===== src/logic/tw_pkg.sv =====
// package: constants and carriers for the table write unit
package tw_pkg;
   localparam int CLK_HZ = 25000000;
   localparam int CYCLE_NS = 1000000000 / CLK_HZ;
   // one instruction cycle is four clock phases
   localparam int PHASES_PER_CYCLE = 4;
   localparam logic [5:0] OPC_TABLE_WRITE = 6'h2b;
   localparam logic [5:0] OPC_TABLE_READ = 6'h2a;
   localparam int OPC_LSB = 10;
   localparam int HALF_SEL_BIT = 9;
   localparam int INCR_SEL_BIT = 8;
   localparam int SHORT_WRITE_CYCLES = 2;
   localparam logic [15:0] LATCH_RESET = 16'h0000;
   localparam logic [15:0] POINTER_RESET = 16'h0000;
   localparam logic [15:0] INTERNAL_TOP_DEFAULT = 16'h3fff;
   localparam int PROG_CYCLES_DEFAULT = 25000;
   // apb register byte addresses
   localparam logic [7:0] ADDR_INSTR = 8'h00;
   localparam logic [7:0] ADDR_LATCH = 8'h04;
   localparam logic [7:0] ADDR_POINTER = 8'h08;
   localparam logic [7:0] ADDR_STATUS = 8'h0c;
   localparam logic [7:0] ADDR_FILE = 8'h10;
   localparam logic [7:0] ADDR_LAST_ADDR = 8'h14;
   localparam logic [7:0] ADDR_LAST_DATA = 8'h18;
   localparam int ST_BUSY = 0;
   localparam int ST_ABORTED = 1;
   localparam int ST_CUT = 2;
   localparam int ST_DONE = 3;

   typedef enum logic [1:0] {
      TW_IDLE = 2'b00,
      TW_LOAD = 2'b01,
      TW_WRITE = 2'b11,
      TW_PROG = 2'b10
   } tw_state_type;

   typedef struct packed {
      logic strobe;
      logic [15:0] addr;
      logic [15:0] data;
      logic internal;
   } tw_mem_req_type;
endpackage : tw_pkg


===== src/logic/tw_phase_div.sv =====
// instruction-cycle divider: one pulse per instruction cycle
`timescale 1ns/1ps
module tw_phase_div #(
   parameter int PHASES = tw_pkg::PHASES_PER_CYCLE
) (
   input wire logic pclk,
   input wire logic presetn,
   output logic cycle_tick
);
   initial begin
      if (PHASES < 1 || PHASES > 255) $error("phase count out of range");
   end
   logic [7:0] cnt;
   always_ff @(posedge pclk or negedge presetn) begin
      if (!presetn) begin
         cnt <= 8'h00;
         cycle_tick <= 1'b0;
      end else begin
         cycle_tick <= (cnt == 8'(PHASES - 1));
         cnt <= (cnt == 8'(PHASES - 1)) ? 8'h00 : cnt + 8'h01;
      end
   end
endmodule : tw_phase_div


===== src/logic/tw_table_write.sv =====
// table write unit: latch, pointer, program memory write sequencing
//
// Register access over APB and the placing of the registers were left to the implementer.
`timescale 1ns/1ps
// How it works
// - table write copies file byte to latch high if half bit 1, else low.
// - after the latch update, whole latch written to word at table pointer.
// - increment bit 1 adds one to pointer after write; 0 leaves it.
// - writes to external memory finish within two instruction cycles.
// - normal write takes two cycles; internal eprom write lasts programming time.
// - interrupt during the programming phase ends an internal eprom write at once.
// - without programming voltage, internal programming aborts; short two-cycle write.
// - aborted internal write leaves the memory word unchanged.
// - latch is 16 bits, halves reachable separately, written as one word.
module tw_table_write #(
   parameter logic [15:0] INTERNAL_TOP = tw_pkg::INTERNAL_TOP_DEFAULT,
   parameter int PROG_CYCLES = tw_pkg::PROG_CYCLES_DEFAULT
) (
   input wire logic pclk,
   input wire logic presetn,
   input wire logic psel,
   input wire logic penable,
   input wire logic pwrite,
   input wire logic [7:0] paddr,
   input wire logic [31:0] pwdata,
   output logic [31:0] prdata,
   output logic pready,
   output logic pslverr,
   input wire logic irq_in,
   input wire logic prog_voltage_ok,
   output tw_pkg::tw_mem_req_type mem_req
);
   initial begin
      if (PROG_CYCLES < tw_pkg::SHORT_WRITE_CYCLES) $error("programming too short");
   end

   typedef struct packed {
      tw_pkg::tw_state_type state;
      logic [15:0] table_latch;
      logic [15:0] table_pointer;
      logic [7:0] file_reg;
      logic incr;
      logic [31:0] cnt;
      logic busy;
      logic aborted;
      logic cut;
      logic done;
      logic [15:0] last_addr;
      logic [15:0] last_data;
      tw_pkg::tw_mem_req_type req;
      logic [31:0] rdata;
      logic slverr;
      logic ready;
   } tw_regs_type;

   tw_regs_type r, next_r;
   logic tick;
   logic access;
   logic [15:0] instr;

   tw_phase_div #(.PHASES(tw_pkg::PHASES_PER_CYCLE)) u_div (
      .pclk(pclk),
      .presetn(presetn),
      .cycle_tick(tick)
   );

   assign access = psel && penable && !r.ready;
   assign instr = pwdata[15:0];

   always_comb begin
      next_r = r;
      next_r.ready = 1'b0;
      next_r.req.strobe = 1'b0;
      // register slave: one wait state, answers on the second access edge
      if (access) begin
         next_r.ready = 1'b1;
         next_r.slverr = 1'b0;
         next_r.rdata = 32'h0;
         if (pwrite) begin
            case (paddr)
               tw_pkg::ADDR_INSTR: begin
                  // busy unit refuses a new instruction
                  if (r.busy || instr[15:10] != tw_pkg::OPC_TABLE_WRITE) begin
                     next_r.slverr = 1'b1;
                  end else begin
                     next_r.busy = 1'b1;
                     next_r.done = 1'b0;
                     next_r.aborted = 1'b0;
                     next_r.cut = 1'b0;
                     next_r.incr = instr[tw_pkg::INCR_SEL_BIT];
                     if (instr[tw_pkg::HALF_SEL_BIT]) begin
                        next_r.table_latch[15:8] = r.file_reg;
                     end else begin
                        next_r.table_latch[7:0] = r.file_reg;
                     end
                     next_r.state = tw_pkg::TW_LOAD;
                     next_r.cnt = 32'h0;
                  end
               end
               tw_pkg::ADDR_LATCH: begin
                  if (!r.busy) next_r.table_latch = pwdata[15:0];
               end
               tw_pkg::ADDR_POINTER: begin
                  if (!r.busy) next_r.table_pointer = pwdata[15:0];
               end
               tw_pkg::ADDR_FILE: next_r.file_reg = pwdata[7:0];
               tw_pkg::ADDR_STATUS: ;
               default: next_r.slverr = 1'b1;
            endcase
         end else begin
            case (paddr)
               tw_pkg::ADDR_LATCH: next_r.rdata = {16'h0, r.table_latch};
               tw_pkg::ADDR_POINTER: next_r.rdata = {16'h0, r.table_pointer};
               tw_pkg::ADDR_STATUS: next_r.rdata = {28'h0, r.done, r.cut, r.aborted, r.busy};
               tw_pkg::ADDR_FILE: next_r.rdata = {24'h0, r.file_reg};
               tw_pkg::ADDR_LAST_ADDR: next_r.rdata = {16'h0, r.last_addr};
               tw_pkg::ADDR_LAST_DATA: next_r.rdata = {16'h0, r.last_data};
               tw_pkg::ADDR_INSTR: ;
               default: next_r.slverr = 1'b1;
            endcase
         end
      end
      case (r.state)
         tw_pkg::TW_IDLE: ;
         tw_pkg::TW_LOAD: begin
            // first instruction cycle: latch half already loaded
            if (tick) next_r.state = tw_pkg::TW_WRITE;
         end
         tw_pkg::TW_WRITE: begin
            if (tick) begin
               next_r.req.addr = r.table_pointer;
               next_r.req.data = r.table_latch;
               next_r.req.internal = (r.table_pointer <= INTERNAL_TOP);
               if (r.table_pointer > INTERNAL_TOP || !prog_voltage_ok) begin
                  // external, or short write without voltage: no word touched inside
                  next_r.req.strobe = (r.table_pointer > INTERNAL_TOP);
                  next_r.aborted = (r.table_pointer <= INTERNAL_TOP);
                  next_r.state = tw_pkg::TW_IDLE;
                  next_r.busy = 1'b0;
                  next_r.done = 1'b1;
                  if (r.incr) next_r.table_pointer = r.table_pointer + 16'h1;
                  next_r.last_addr = r.table_pointer;
                  next_r.last_data = r.table_latch;
               end else begin
                  next_r.state = tw_pkg::TW_PROG;
                  next_r.cnt = 32'h0;
               end
            end
         end
         tw_pkg::TW_PROG: begin
            next_r.cnt = r.cnt + 32'h1;
            // interrupt or lost voltage ends programming; word then left as it was
            if (irq_in || !prog_voltage_ok || r.cnt >= 32'(PROG_CYCLES - 1)) begin
               next_r.cut = irq_in;
               next_r.aborted = !prog_voltage_ok;
               next_r.req.strobe = !irq_in && prog_voltage_ok;
               next_r.req.addr = r.table_pointer;
               next_r.req.data = r.table_latch;
               next_r.req.internal = 1'b1;
               next_r.state = tw_pkg::TW_IDLE;
               next_r.busy = 1'b0;
               next_r.done = 1'b1;
               if (r.incr) next_r.table_pointer = r.table_pointer + 16'h1;
               next_r.last_addr = r.table_pointer;
               next_r.last_data = r.table_latch;
            end
         end
         default: next_r.state = tw_pkg::TW_IDLE;
      endcase
   end

   always_ff @(posedge pclk or negedge presetn) begin
      if (!presetn) begin
         r <= '{state: tw_pkg::TW_IDLE, table_latch: tw_pkg::LATCH_RESET,
                table_pointer: tw_pkg::POINTER_RESET, default: '0};
      end else begin
         r <= next_r;
      end
   end

   assign prdata = r.rdata;
   assign pready = r.ready;
   assign pslverr = r.slverr;
   assign mem_req = r.req;

   a_ext_write_short: assert property (@(posedge pclk) disable iff (!presetn)
      (r.state == tw_pkg::TW_LOAD && tick) |-> ##[1:5] (r.state != tw_pkg::TW_WRITE))
      else $error("write phase overran");
   a_ext_strobe_data: assert property (@(posedge pclk) disable iff (!presetn)
      (r.state == tw_pkg::TW_WRITE && tick && r.table_pointer > INTERNAL_TOP) |=>
      (mem_req.strobe && mem_req.data == $past(r.table_latch)
       && mem_req.addr == $past(r.table_pointer)))
      else $error("external write wrong");
   a_ptr_incr: assert property (@(posedge pclk) disable iff (!presetn)
      (r.busy && !next_r.busy && r.incr) |=> (r.table_pointer == $past(r.table_pointer) + 16'h1))
      else $error("pointer not incremented");
   a_ptr_hold: assert property (@(posedge pclk) disable iff (!presetn)
      (r.busy && !next_r.busy && !r.incr) |=> $stable(r.table_pointer))
      else $error("pointer moved");
   a_irq_cuts: assert property (@(posedge pclk) disable iff (!presetn)
      (r.state == tw_pkg::TW_PROG && irq_in) |=> (r.state == tw_pkg::TW_IDLE && r.cut))
      else $error("interrupt did not end write");
   a_novpp_nowrite: assert property (@(posedge pclk) disable iff (!presetn)
      (r.state == tw_pkg::TW_WRITE && tick && !prog_voltage_ok
       && r.table_pointer <= INTERNAL_TOP) |=> (!mem_req.strobe && r.aborted && !r.busy))
      else $error("unpowered write not aborted");
   a_cut_no_strobe: assert property (@(posedge pclk) disable iff (!presetn)
      (mem_req.strobe && mem_req.internal) |-> (!r.cut && !r.aborted))
      else $error("aborted write strobed");
   a_latch_high: assert property (@(posedge pclk) disable iff (!presetn)
      (access && pwrite && paddr == tw_pkg::ADDR_INSTR && !r.busy
       && pwdata[15:10] == tw_pkg::OPC_TABLE_WRITE && pwdata[9])
      |=> (r.table_latch[15:8] == $past(r.file_reg) && $stable(r.table_latch[7:0])))
      else $error("high half not loaded");
   a_latch_low: assert property (@(posedge pclk) disable iff (!presetn)
      (access && pwrite && paddr == tw_pkg::ADDR_INSTR && !r.busy
       && pwdata[15:10] == tw_pkg::OPC_TABLE_WRITE && !pwdata[9])
      |=> (r.table_latch[7:0] == $past(r.file_reg) && $stable(r.table_latch[15:8])))
      else $error("low half not loaded");
   c_ext_write: cover property (@(posedge pclk) mem_req.strobe && !mem_req.internal);
   c_int_write: cover property (@(posedge pclk) mem_req.strobe && mem_req.internal);
   c_irq_cut: cover property (@(posedge pclk) r.cut && r.done);
   c_abort: cover property (@(posedge pclk) r.aborted && r.done);
endmodule : tw_table_write


===== config.mk =====
export PLATFORM = sky130hd
export DESIGN_NAME = tw_table_write
export DESIGN_NICKNAME = d
export VERILOG_FILES = /design/src/logic/tw_pkg.sv /design/src/logic/tw_phase_div.sv /design/src/logic/tw_table_write.sv
export SDC_FILE = /design/constraint.sdc
export NUM_CORES = 1
export LEC_CHECK = 0
export ABC_CLOCK_PERIOD_IN_PS = 3200
export BUFFER_PORTS_ARGS = -buffer_cell sky130_fd_sc_hd__clkbuf_2
export CAP_MARGIN = 40
export CORE_UTILIZATION = 50
export CTS_BUF_LIST = sky130_fd_sc_hd__clkbuf_8
export DETAILED_ROUTE_END_ITERATION = 10
export PLACE_DENSITY = 0.82
export RECOVER_POWER = 100
export SLEW_MARGIN = 20
export SYNTH_ARGS = -nofsm -noshare
export SYNTH_HDL_FRONTEND = slang
export SYNTH_HIERARCHICAL = 1
export SYNTH_SLANG_ARGS = --single-unit
export TNS_END_PERCENT = 1

===== constraint.sdc =====
create_clock -name pclk -period 3.2 [get_ports pclk]
set_clock_uncertainty 0.1 [all_clocks]
set_input_delay 0.32 -clock pclk [delete_from_list [all_inputs] [get_ports pclk]]
set_output_delay 0.32 -clock pclk [all_outputs]
set_load 0.02 [all_outputs]

==> metrics, run 1 <==
Seq cells post-synth 172; final period utilization 92.23%; first-pass GRT wire length 35340 microns; delay of the slowest critical-path stage 0.73 ns; chip width 135.5 microns; final-report max-slew violation count 83; GR Overflow Total 0; WL final 21930 microns; total power 3.891 mW; CTS tree built; DRC viols 0; Ports 115; failing checks max-capacitance violations, max-slew violations; Critical Path RT 3.45 ns; most common cell after layout, fill and taps aside dfrtp_1; status complete, but fails checks; Max VDD drop 274.7 uV; Fin. Hold Viols 0; leak pwr 4.069 nW; crit path time final 2.951 ns; antenna violations before repair 0; Primary FF master, synth dfrtp_1; PortBufs 82; FP Rows 48; RD Place Congestion 0.8671; EDFF count, synth 0; final instance area 9420 sq um; R2R setup slack 0.25 ns; critical path class flip-flop to flip-flop; Pwr per Cell Area 413.0 nW/um^2; CTS root buf clkbuf_8; via count of the first global-routing pass 6882; crit path max-delay cell type o21ai_0; clock buffer depth 2; routed vias 7216; R2R cell count 8; Relative slew margins -35.40%; Synth async-reset ratio 100.0%; commonest non-fill, non-tap cells in the layout dfrtp_1, nand2_1, o21ai_0, clkbuf_1, nor2_1; Max Clk Rate 338.8 MHz; # fillers 1584; post-synth cell types 68; CP Data Arrival Time 3.20 ns; endpoints failing setup 0; Worst Setup Start Kind flip-flop; starting DRC count in detailed routing 503; GR Util All Layers 24.92%; synth-to-layout area growth 5.759%; Antenna Nets Post-Route 0; Die ar. 18350 sq um; largest net degree at the start of global routing 83; n_diodes 0; gr busiest metal met2; Wirelength per Cell 18.25 microns; sequential share of the synthesized area 48.32%; Max-Cap Viols 1; Synth Cell Area 8907 sq um; # H-tree levels 4; worst skew pair latency 0.47 ns; HP Class primary input to flip-flop; clk sinks 172; crit-path cells ha_1 > a211oi_1 > o211a_1 > o2111a_1 > o21ai_0 > buf_4 > a21oi_1 > o221a_2; RSZ-0062 raised after global routing false; core area 17360 sq um; vias per cell 6.003; Post-CTS Setup Inserts 0; met1 Track Usage GR 31.72%; number of buffers created by CTS 17; critical path peak fanout 16; Die Ht 135.5 microns; initial core utilization 51.32%; met2 Resource Use GR 41.28%; number of nets in the layout 1014; setup TNS 0 ns; crit path capture type flip-flop; # hold bufs at CTS 2; Warnings, synthesis 6; GR Layer Usage met3 6.248%; DP Wirelength 15460 microns; Cells after Synth 939; layout cells sized above 1 11.67%; CP Capture Point r[147]; worst slew pin tran 2.031 ns; R2R Path End r[147]; drt first pass iters 5; Avg Cell Area, Syn 9.486 sq um; Critical R2R Launch r[104]; placed cell areas 9150 sq um; Worst-path clk slew 0.10 ns; Resized Gates After CTS 0; Worst Setup SP r[104]
[power breakdown]
| group | internal, mW | switching [mW] | leakage [nW] |
|---|---|---|---|
| combinational | 0.0437 | 0.125 | 1.81 |
| sequential | 2.18 | 0.0138 | 2.06 |
| clock | 0.675 | 0.851 | 0.199 |
| total | 2.90 | 0.991 | 4.07 |
[how the worst min path moves through the flow]
stage                   start         end  depth (start not counted)
floorplan             presetn  mem_req[0]                          0
global placement      presetn   prdata[0]                          1
detailed placement    presetn  mem_req[5]                          1
CTS                 pwdata[5]      r[142]                          2
global route        pwdata[5]      r[142]                          2
finish              pwdata[5]      r[142]                          2
[logic make-up after synthesis]
family | share of synthesized area, %
muxes | 8.119
adders and majority gates | 0.4215
AOI/OAI and AO/OA | 16.39
other | 0.04210
buffers and inverters | 8.765
DFF | 48.32
and+or+nand+nor | 17.15
xor gates and xnor gates | 0.7867
[critical path: cells and delay by family (launching register included)]
kind	cells	cell delay, ns
DFF	1	0.39
adders and majority gates	1	0.22
buffers and inverters	1	0.35
AOI/OAI and AO/OA	6	1.78
[synthesized netlist by cell type (all sizes together) (3+ instances only)]
| master | n | area, sq um |
|---|---|---|
| clkbuf | 42 | 157.7 |
| nand3 | 38 | 190.2 |
| mux2i | 25 | 250.2 |
| and4 | 6 | 52.55 |
| o21ai | 107 | 539.3 |
| and2 | 4 | 25.03 |
| o22ai | 3 | 18.77 |
| a31oi | 15 | 93.84 |
| mux2 | 42 | 473.0 |
| o31ai | 5 | 37.54 |
| nor3 | 12 | 87.58 |
| buf | 78 | 578.1 |
| inv | 12 | 45.04 |
| o2bb2ai | 4 | 35.03 |
| o221a | 8 | 90.09 |
| a21oi | 26 | 130.1 |
| a211oi | 7 | 52.55 |
| nand2 | 170 | 638.1 |
| nand4 | 14 | 87.58 |
| ha | 3 | 37.54 |
| o211ai | 4 | 30.03 |
| and3 | 16 | 100.1 |
| dfrtp | 172 | 4304 |
| nor2 | 42 | 160.2 |
| or4 | 4 | 37.53 |
| xnor2 | 6 | 52.55 |
| a21boi | 4 | 30.03 |
| nor4 | 6 | 37.54 |
| a221oi | 13 | 113.9 |
| a22oi | 16 | 120.1 |
| a21o | 3 | 22.52 |
[through the flow]
step / hold WS, ns / utilization [%] / instances / setup slack [ns]
5_1_grt: 0.02881 / 54.27 / 1202 / 0.1524
4_1_cts: 0.02732 / 55.08 / 1202 / 0.4026
3_5_place_dp: 0.3162 / 52.72 / 1168 / 0.4182
6_report: 0.05118 / 54.27 / 1202 / 0.2486
3_3_place_gp: 0.3099 / 52.58 / 1165 / 0.4751
2_1_floorplan: -0.07559 / - / 954 / 0.7757
[routing by layer]
metal | part of all wire (%) | wire [microns]
met1 | 41 | 8958
met2 | 50 | 10880
met3 | 7.8 | 1716
met4 | 1.7 | 375
met5 | 0 | 0
[area by class of cell]
type	instances	area, sq um	share of cell area, %
multi-input combinational	650	3855	40.92
timing repair buffer	111	544.3	5.778
inverter	12	45.04	0.4782
clock buffer	19	261.5	2.776
sequential	172	4304	45.69
clock inverter	13	128.9	1.368
tap	225	281.5	2.988
[state kept, by name, summed over array words and instances, names as in the netlist]
signal            cells
u_div/cnt             8
pready                1
u_div/cycle_tick      1
r                   111
pslverr               1
mem_req              34
prdata               16
Note: power is estimated with default switching activity, not from simulation.
==> run 2, diff against run 1 <==
--- a/config.mk
+++ b/config.mk
@@ -11,11 +11,10 @@
 export CORE_UTILIZATION = 50
 export CTS_BUF_LIST = sky130_fd_sc_hd__clkbuf_8
 export DETAILED_ROUTE_END_ITERATION = 10
-export PLACE_DENSITY = 0.82
+export PLACE_DENSITY = 0.81
 export RECOVER_POWER = 100
 export SLEW_MARGIN = 20
 export SYNTH_ARGS = -nofsm -noshare
 export SYNTH_HDL_FRONTEND = slang
-export SYNTH_HIERARCHICAL = 1
 export SYNTH_SLANG_ARGS = --single-unit
 export TNS_END_PERCENT = 1
==> run 2 against run 1 <==
The flow still finishes with violations (max-capacitance violations, max-slew violations). Combinational power rose by 22%. Synthesized area rose by 0.52%. Power rose by 3.9%. Via count fell by 6.5%. Utilization fell by 0.46 points. First-iteration DRC count rose by 23%. Critical path type unchanged. Largest power group unchanged. Highest routed layer unchanged.
==> metrics, run 2 <==
worst skew pair latency 0.47 ns (about the same); PortBufs 82 (unchanged); Die Ht 135.8 microns (was 135.5 microns); final-report max-slew violation count 73 (was 83); Max Clk Rate 344.0 MHz (was 338.8 MHz); CTS root buf clkbuf_8 (unchanged); RD Place Congestion 0.8549 (was 0.8671); first-pass GRT wire length 33110 microns (was 35340 microns); starting DRC count in detailed routing 617 (was 503); crit path capture type flip-flop (unchanged); layout cells sized above 1 16.91% (was 11.67%); worst slew pin tran 1.729 ns (was 2.031 ns); CTS tree built (unchanged); post-synth cell types 68 (unchanged); CP Data Arrival Time 3.15 ns (was 3.20 ns); routed vias 6750 (was 7216); via count of the first global-routing pass 6259 (was 6882); DP Wirelength 14150 microns (was 15460 microns); RSZ-0062 raised after global routing false (unchanged); total power 4.040 mW (was 3.891 mW); core area 17420 sq um (was 17360 sq um); Cells after Synth 856 (was 939); max reg flops 111 (unchanged); post-synth top area share 48.07% (was 48.32%); clock share of power 38.9% (was 39.2%); vias per cell 6.005 (was 6.003); Max-Cap Viols 1 (unchanged); Wirelength per Cell 18.23 microns (was 18.25 microns); Critical Path RT 3.44 ns (was 3.45 ns); largest net degree at the start of global routing 73 (was 83); Simple-Gate Fraction of Synth Area 12.94% (was 17.15%); Primary FF master, synth dfrtp_1 (unchanged); status complete, but fails checks (unchanged); Pwr per Cell Area 431.1 nW/um^2 (was 413.0 nW/um^2); failing checks max-capacitance violations, max-slew violations (unchanged); Fin. Hold Viols 0 (unchanged); clock buffer depth 2 (unchanged); antenna violations before repair 0 (unchanged); n_diodes 0 (unchanged); Avg Cell Area, Syn 10.46 sq um (was 9.486 sq um); Net Sw Frac 27.38% (was 25.46%); chip width 135.8 microns (was 135.5 microns); Top reg by flops r (unchanged); hold slack 0.04214 ns (was 0.05118 ns); EDFF count, synth 0 (unchanged); top post-synthesis cells by area dfrtp_1, mux2_2, buf_4 (was dfrtp_1, nand2_1, o21ai_0); NetSw 1.106 mW (was 990.6 uW); clk sinks 172 (unchanged); commonest non-fill, non-tap cells in the layout dfrtp_1, o21ai_0, nand2_1, clkbuf_1, mux2_2 (was dfrtp_1, nand2_1, o21ai_0, clkbuf_1, nor2_1); Worst Setup Start Kind flip-flop (unchanged); endpoints failing setup 0 (unchanged); synth-to-layout area growth 4.681% (was 5.759%); initial core utilization 51.41% (was 51.32%); most common cell after layout, fill and taps aside dfrtp_1 (unchanged); Seq cells post-synth 172 (unchanged); setup TNS 0 ns (unchanged); Compound-Gate Fraction of Synth Area 16.66% (was 16.39%); Comb pwr share 5.1% (was 4.3%); Max VDD drop 270.1 uV (was 274.7 uV); largest family of logic cells by synthesized area compound AO/OA/AOI/OAI gates (was simple AND/OR/NAND/NOR gates); sequential share of the synthesized area 48.07% (was 48.32%); # H-tree levels 4 (unchanged); DRC viols 0 (unchanged); xor and xnor fraction of the mapped netlist area 0.8804% (was 0.7866%); mux contribution to synthesized area 12.26% (was 8.119%); leak pwr 4.221 nW (was 4.069 nW); most common cell in the netlist dfrtp_1 (unchanged); critical path class flip-flop to flip-flop (unchanged); Synth Cell Area 8954 sq um (was 8907 sq um); FP Rows 48 (unchanged); Antenna Nets Post-Route 0 (unchanged); number of nets in the layout 936 (was 1014); crit path time final 2.907 ns (was 2.951 ns); final period utilization 90.85% (was 92.23%); Warnings, synthesis 0 (was 6); Seq pwr share 56.0% (was 56.4%); Final Util 53.81% (was 54.27%); area leader, netlist dfrtp_1 (unchanged); HP Class primary input to flip-flop (unchanged); Synth async-reset ratio 100.0% (unchanged); critical path peak fanout 8 (was 16); WL final 20490 microns (was 21930 microns); Post-CTS Setup Inserts 0 (unchanged); GR Util All Layers 23.17% (was 24.92%); Relative slew margins -15.26% (was -35.40%); Worst-path clk slew 0.10 ns (about the same); Die ar. 18450 sq um (was 18350 sq um); area share of fa/ha/maj cells after synthesis 0.4192% (was 0.4214%); Ports 115 (unchanged); GR Overflow Total 0 (unchanged); drt first pass iters 5 (unchanged); top cells by count, synth dfrtp_1, o21ai_0, nand2_1 (was dfrtp_1, nand2_1, o21ai_0); Int Power 2.934 mW (was 2.900 mW); number of buffers created by CTS 17 (unchanged)
run 2: area by class of cell:
type,instances,area (sq um)
tap,225,281.5
timing repair buffer,110,531.8
sequential,172,4304
clock inverter,15,177.7
multi-input combinational,573,3799
clock buffer,17,234.0
fill,1552,8044
inverter,12,45.04
run 2: what timing repair did:
action | 4_1_cts | 5_1_grt
hold endpoints to repair | 69 | 0
resized for setup | 0 | 0
hold buffers | 1 | 0
run 2: per-stage QoR:
| stage | std cells | instance area, sq um | setup slack, ns |
|---|---|---|---|
| 5_1_grt | 1124 | 9373 | 0.08947 |
| 2_1_floorplan | 871 | 9010 | 0.6133 |
| 3_3_place_gp | 1089 | 9171 | 0.06220 |
| 3_5_place_dp | 1091 | 9194 | 0.2757 |
| 6_report | 1124 | 9373 | 0.2927 |
| 4_1_cts | 1124 | 9615 | 0.3974 |
run 2: routing by layer:
layer	share of wire, %	GRT usage, %	vias to the layer above
met5	0	0	-
met4	1.6	8.052	0
met3	6.8	4.176	29
met2	48	36.96	284
met1	44	31.67	3337
li1	-	-	3100
run 2: logic make-up (layout without fill, tap and decap cells):
family,count (synthesis),in the layout
buffers and inverters,126,154
DFF,172,172
and+or+nand+nor,234,234
adders and majority gates,3,3
other,1,16
muxes,89,89
xor gates and xnor gates,9,9
AOI/OAI and AO/OA,222,222
run 2: worst paths after layout:
path                       slack (ns)           end  cells after the start       from
setup reg to reg                 0.29        r[134]                      7     r[115]
min in group asynchronous        0.74   mem_req[21]                      2    presetn
setup / recovery                 0.29        r[134]                      7     r[115]
hold reg to reg                  0.39     prdata[8]                      2  prdata[8]
hold / removal                   0.04        r[141]                      2  pwdata[4]
max in group asynchronous        0.62  u_div.cnt[3]                      3    presetn
run 2: worst max-delay path, stage by stage (launching register included):
cell and delay, ns:
dfrtp_1 0.45, nand4_1 0.22, nor4_1 0.71, nand3_1 0.32
nor2_1 0.52, a21oi_1 0.14, o21ai_0 0.19, o21ai_0 0.12
run 2: power by group through the flow:
stage / Clock (mW) / Combinational (mW) / Sequential (mW)
6_report: 1.57 / 0.207 / 2.26
5_1_grt: 1.69 / 0.232 / 2.27
4_1_cts: 1.60 / 0.216 / 2.26
3_5_place_dp: 0 / 0.214 / 2.30
3_3_place_gp: 0 / 0.208 / 2.30
2_1_floorplan: 0 / 0.125 / 2.29
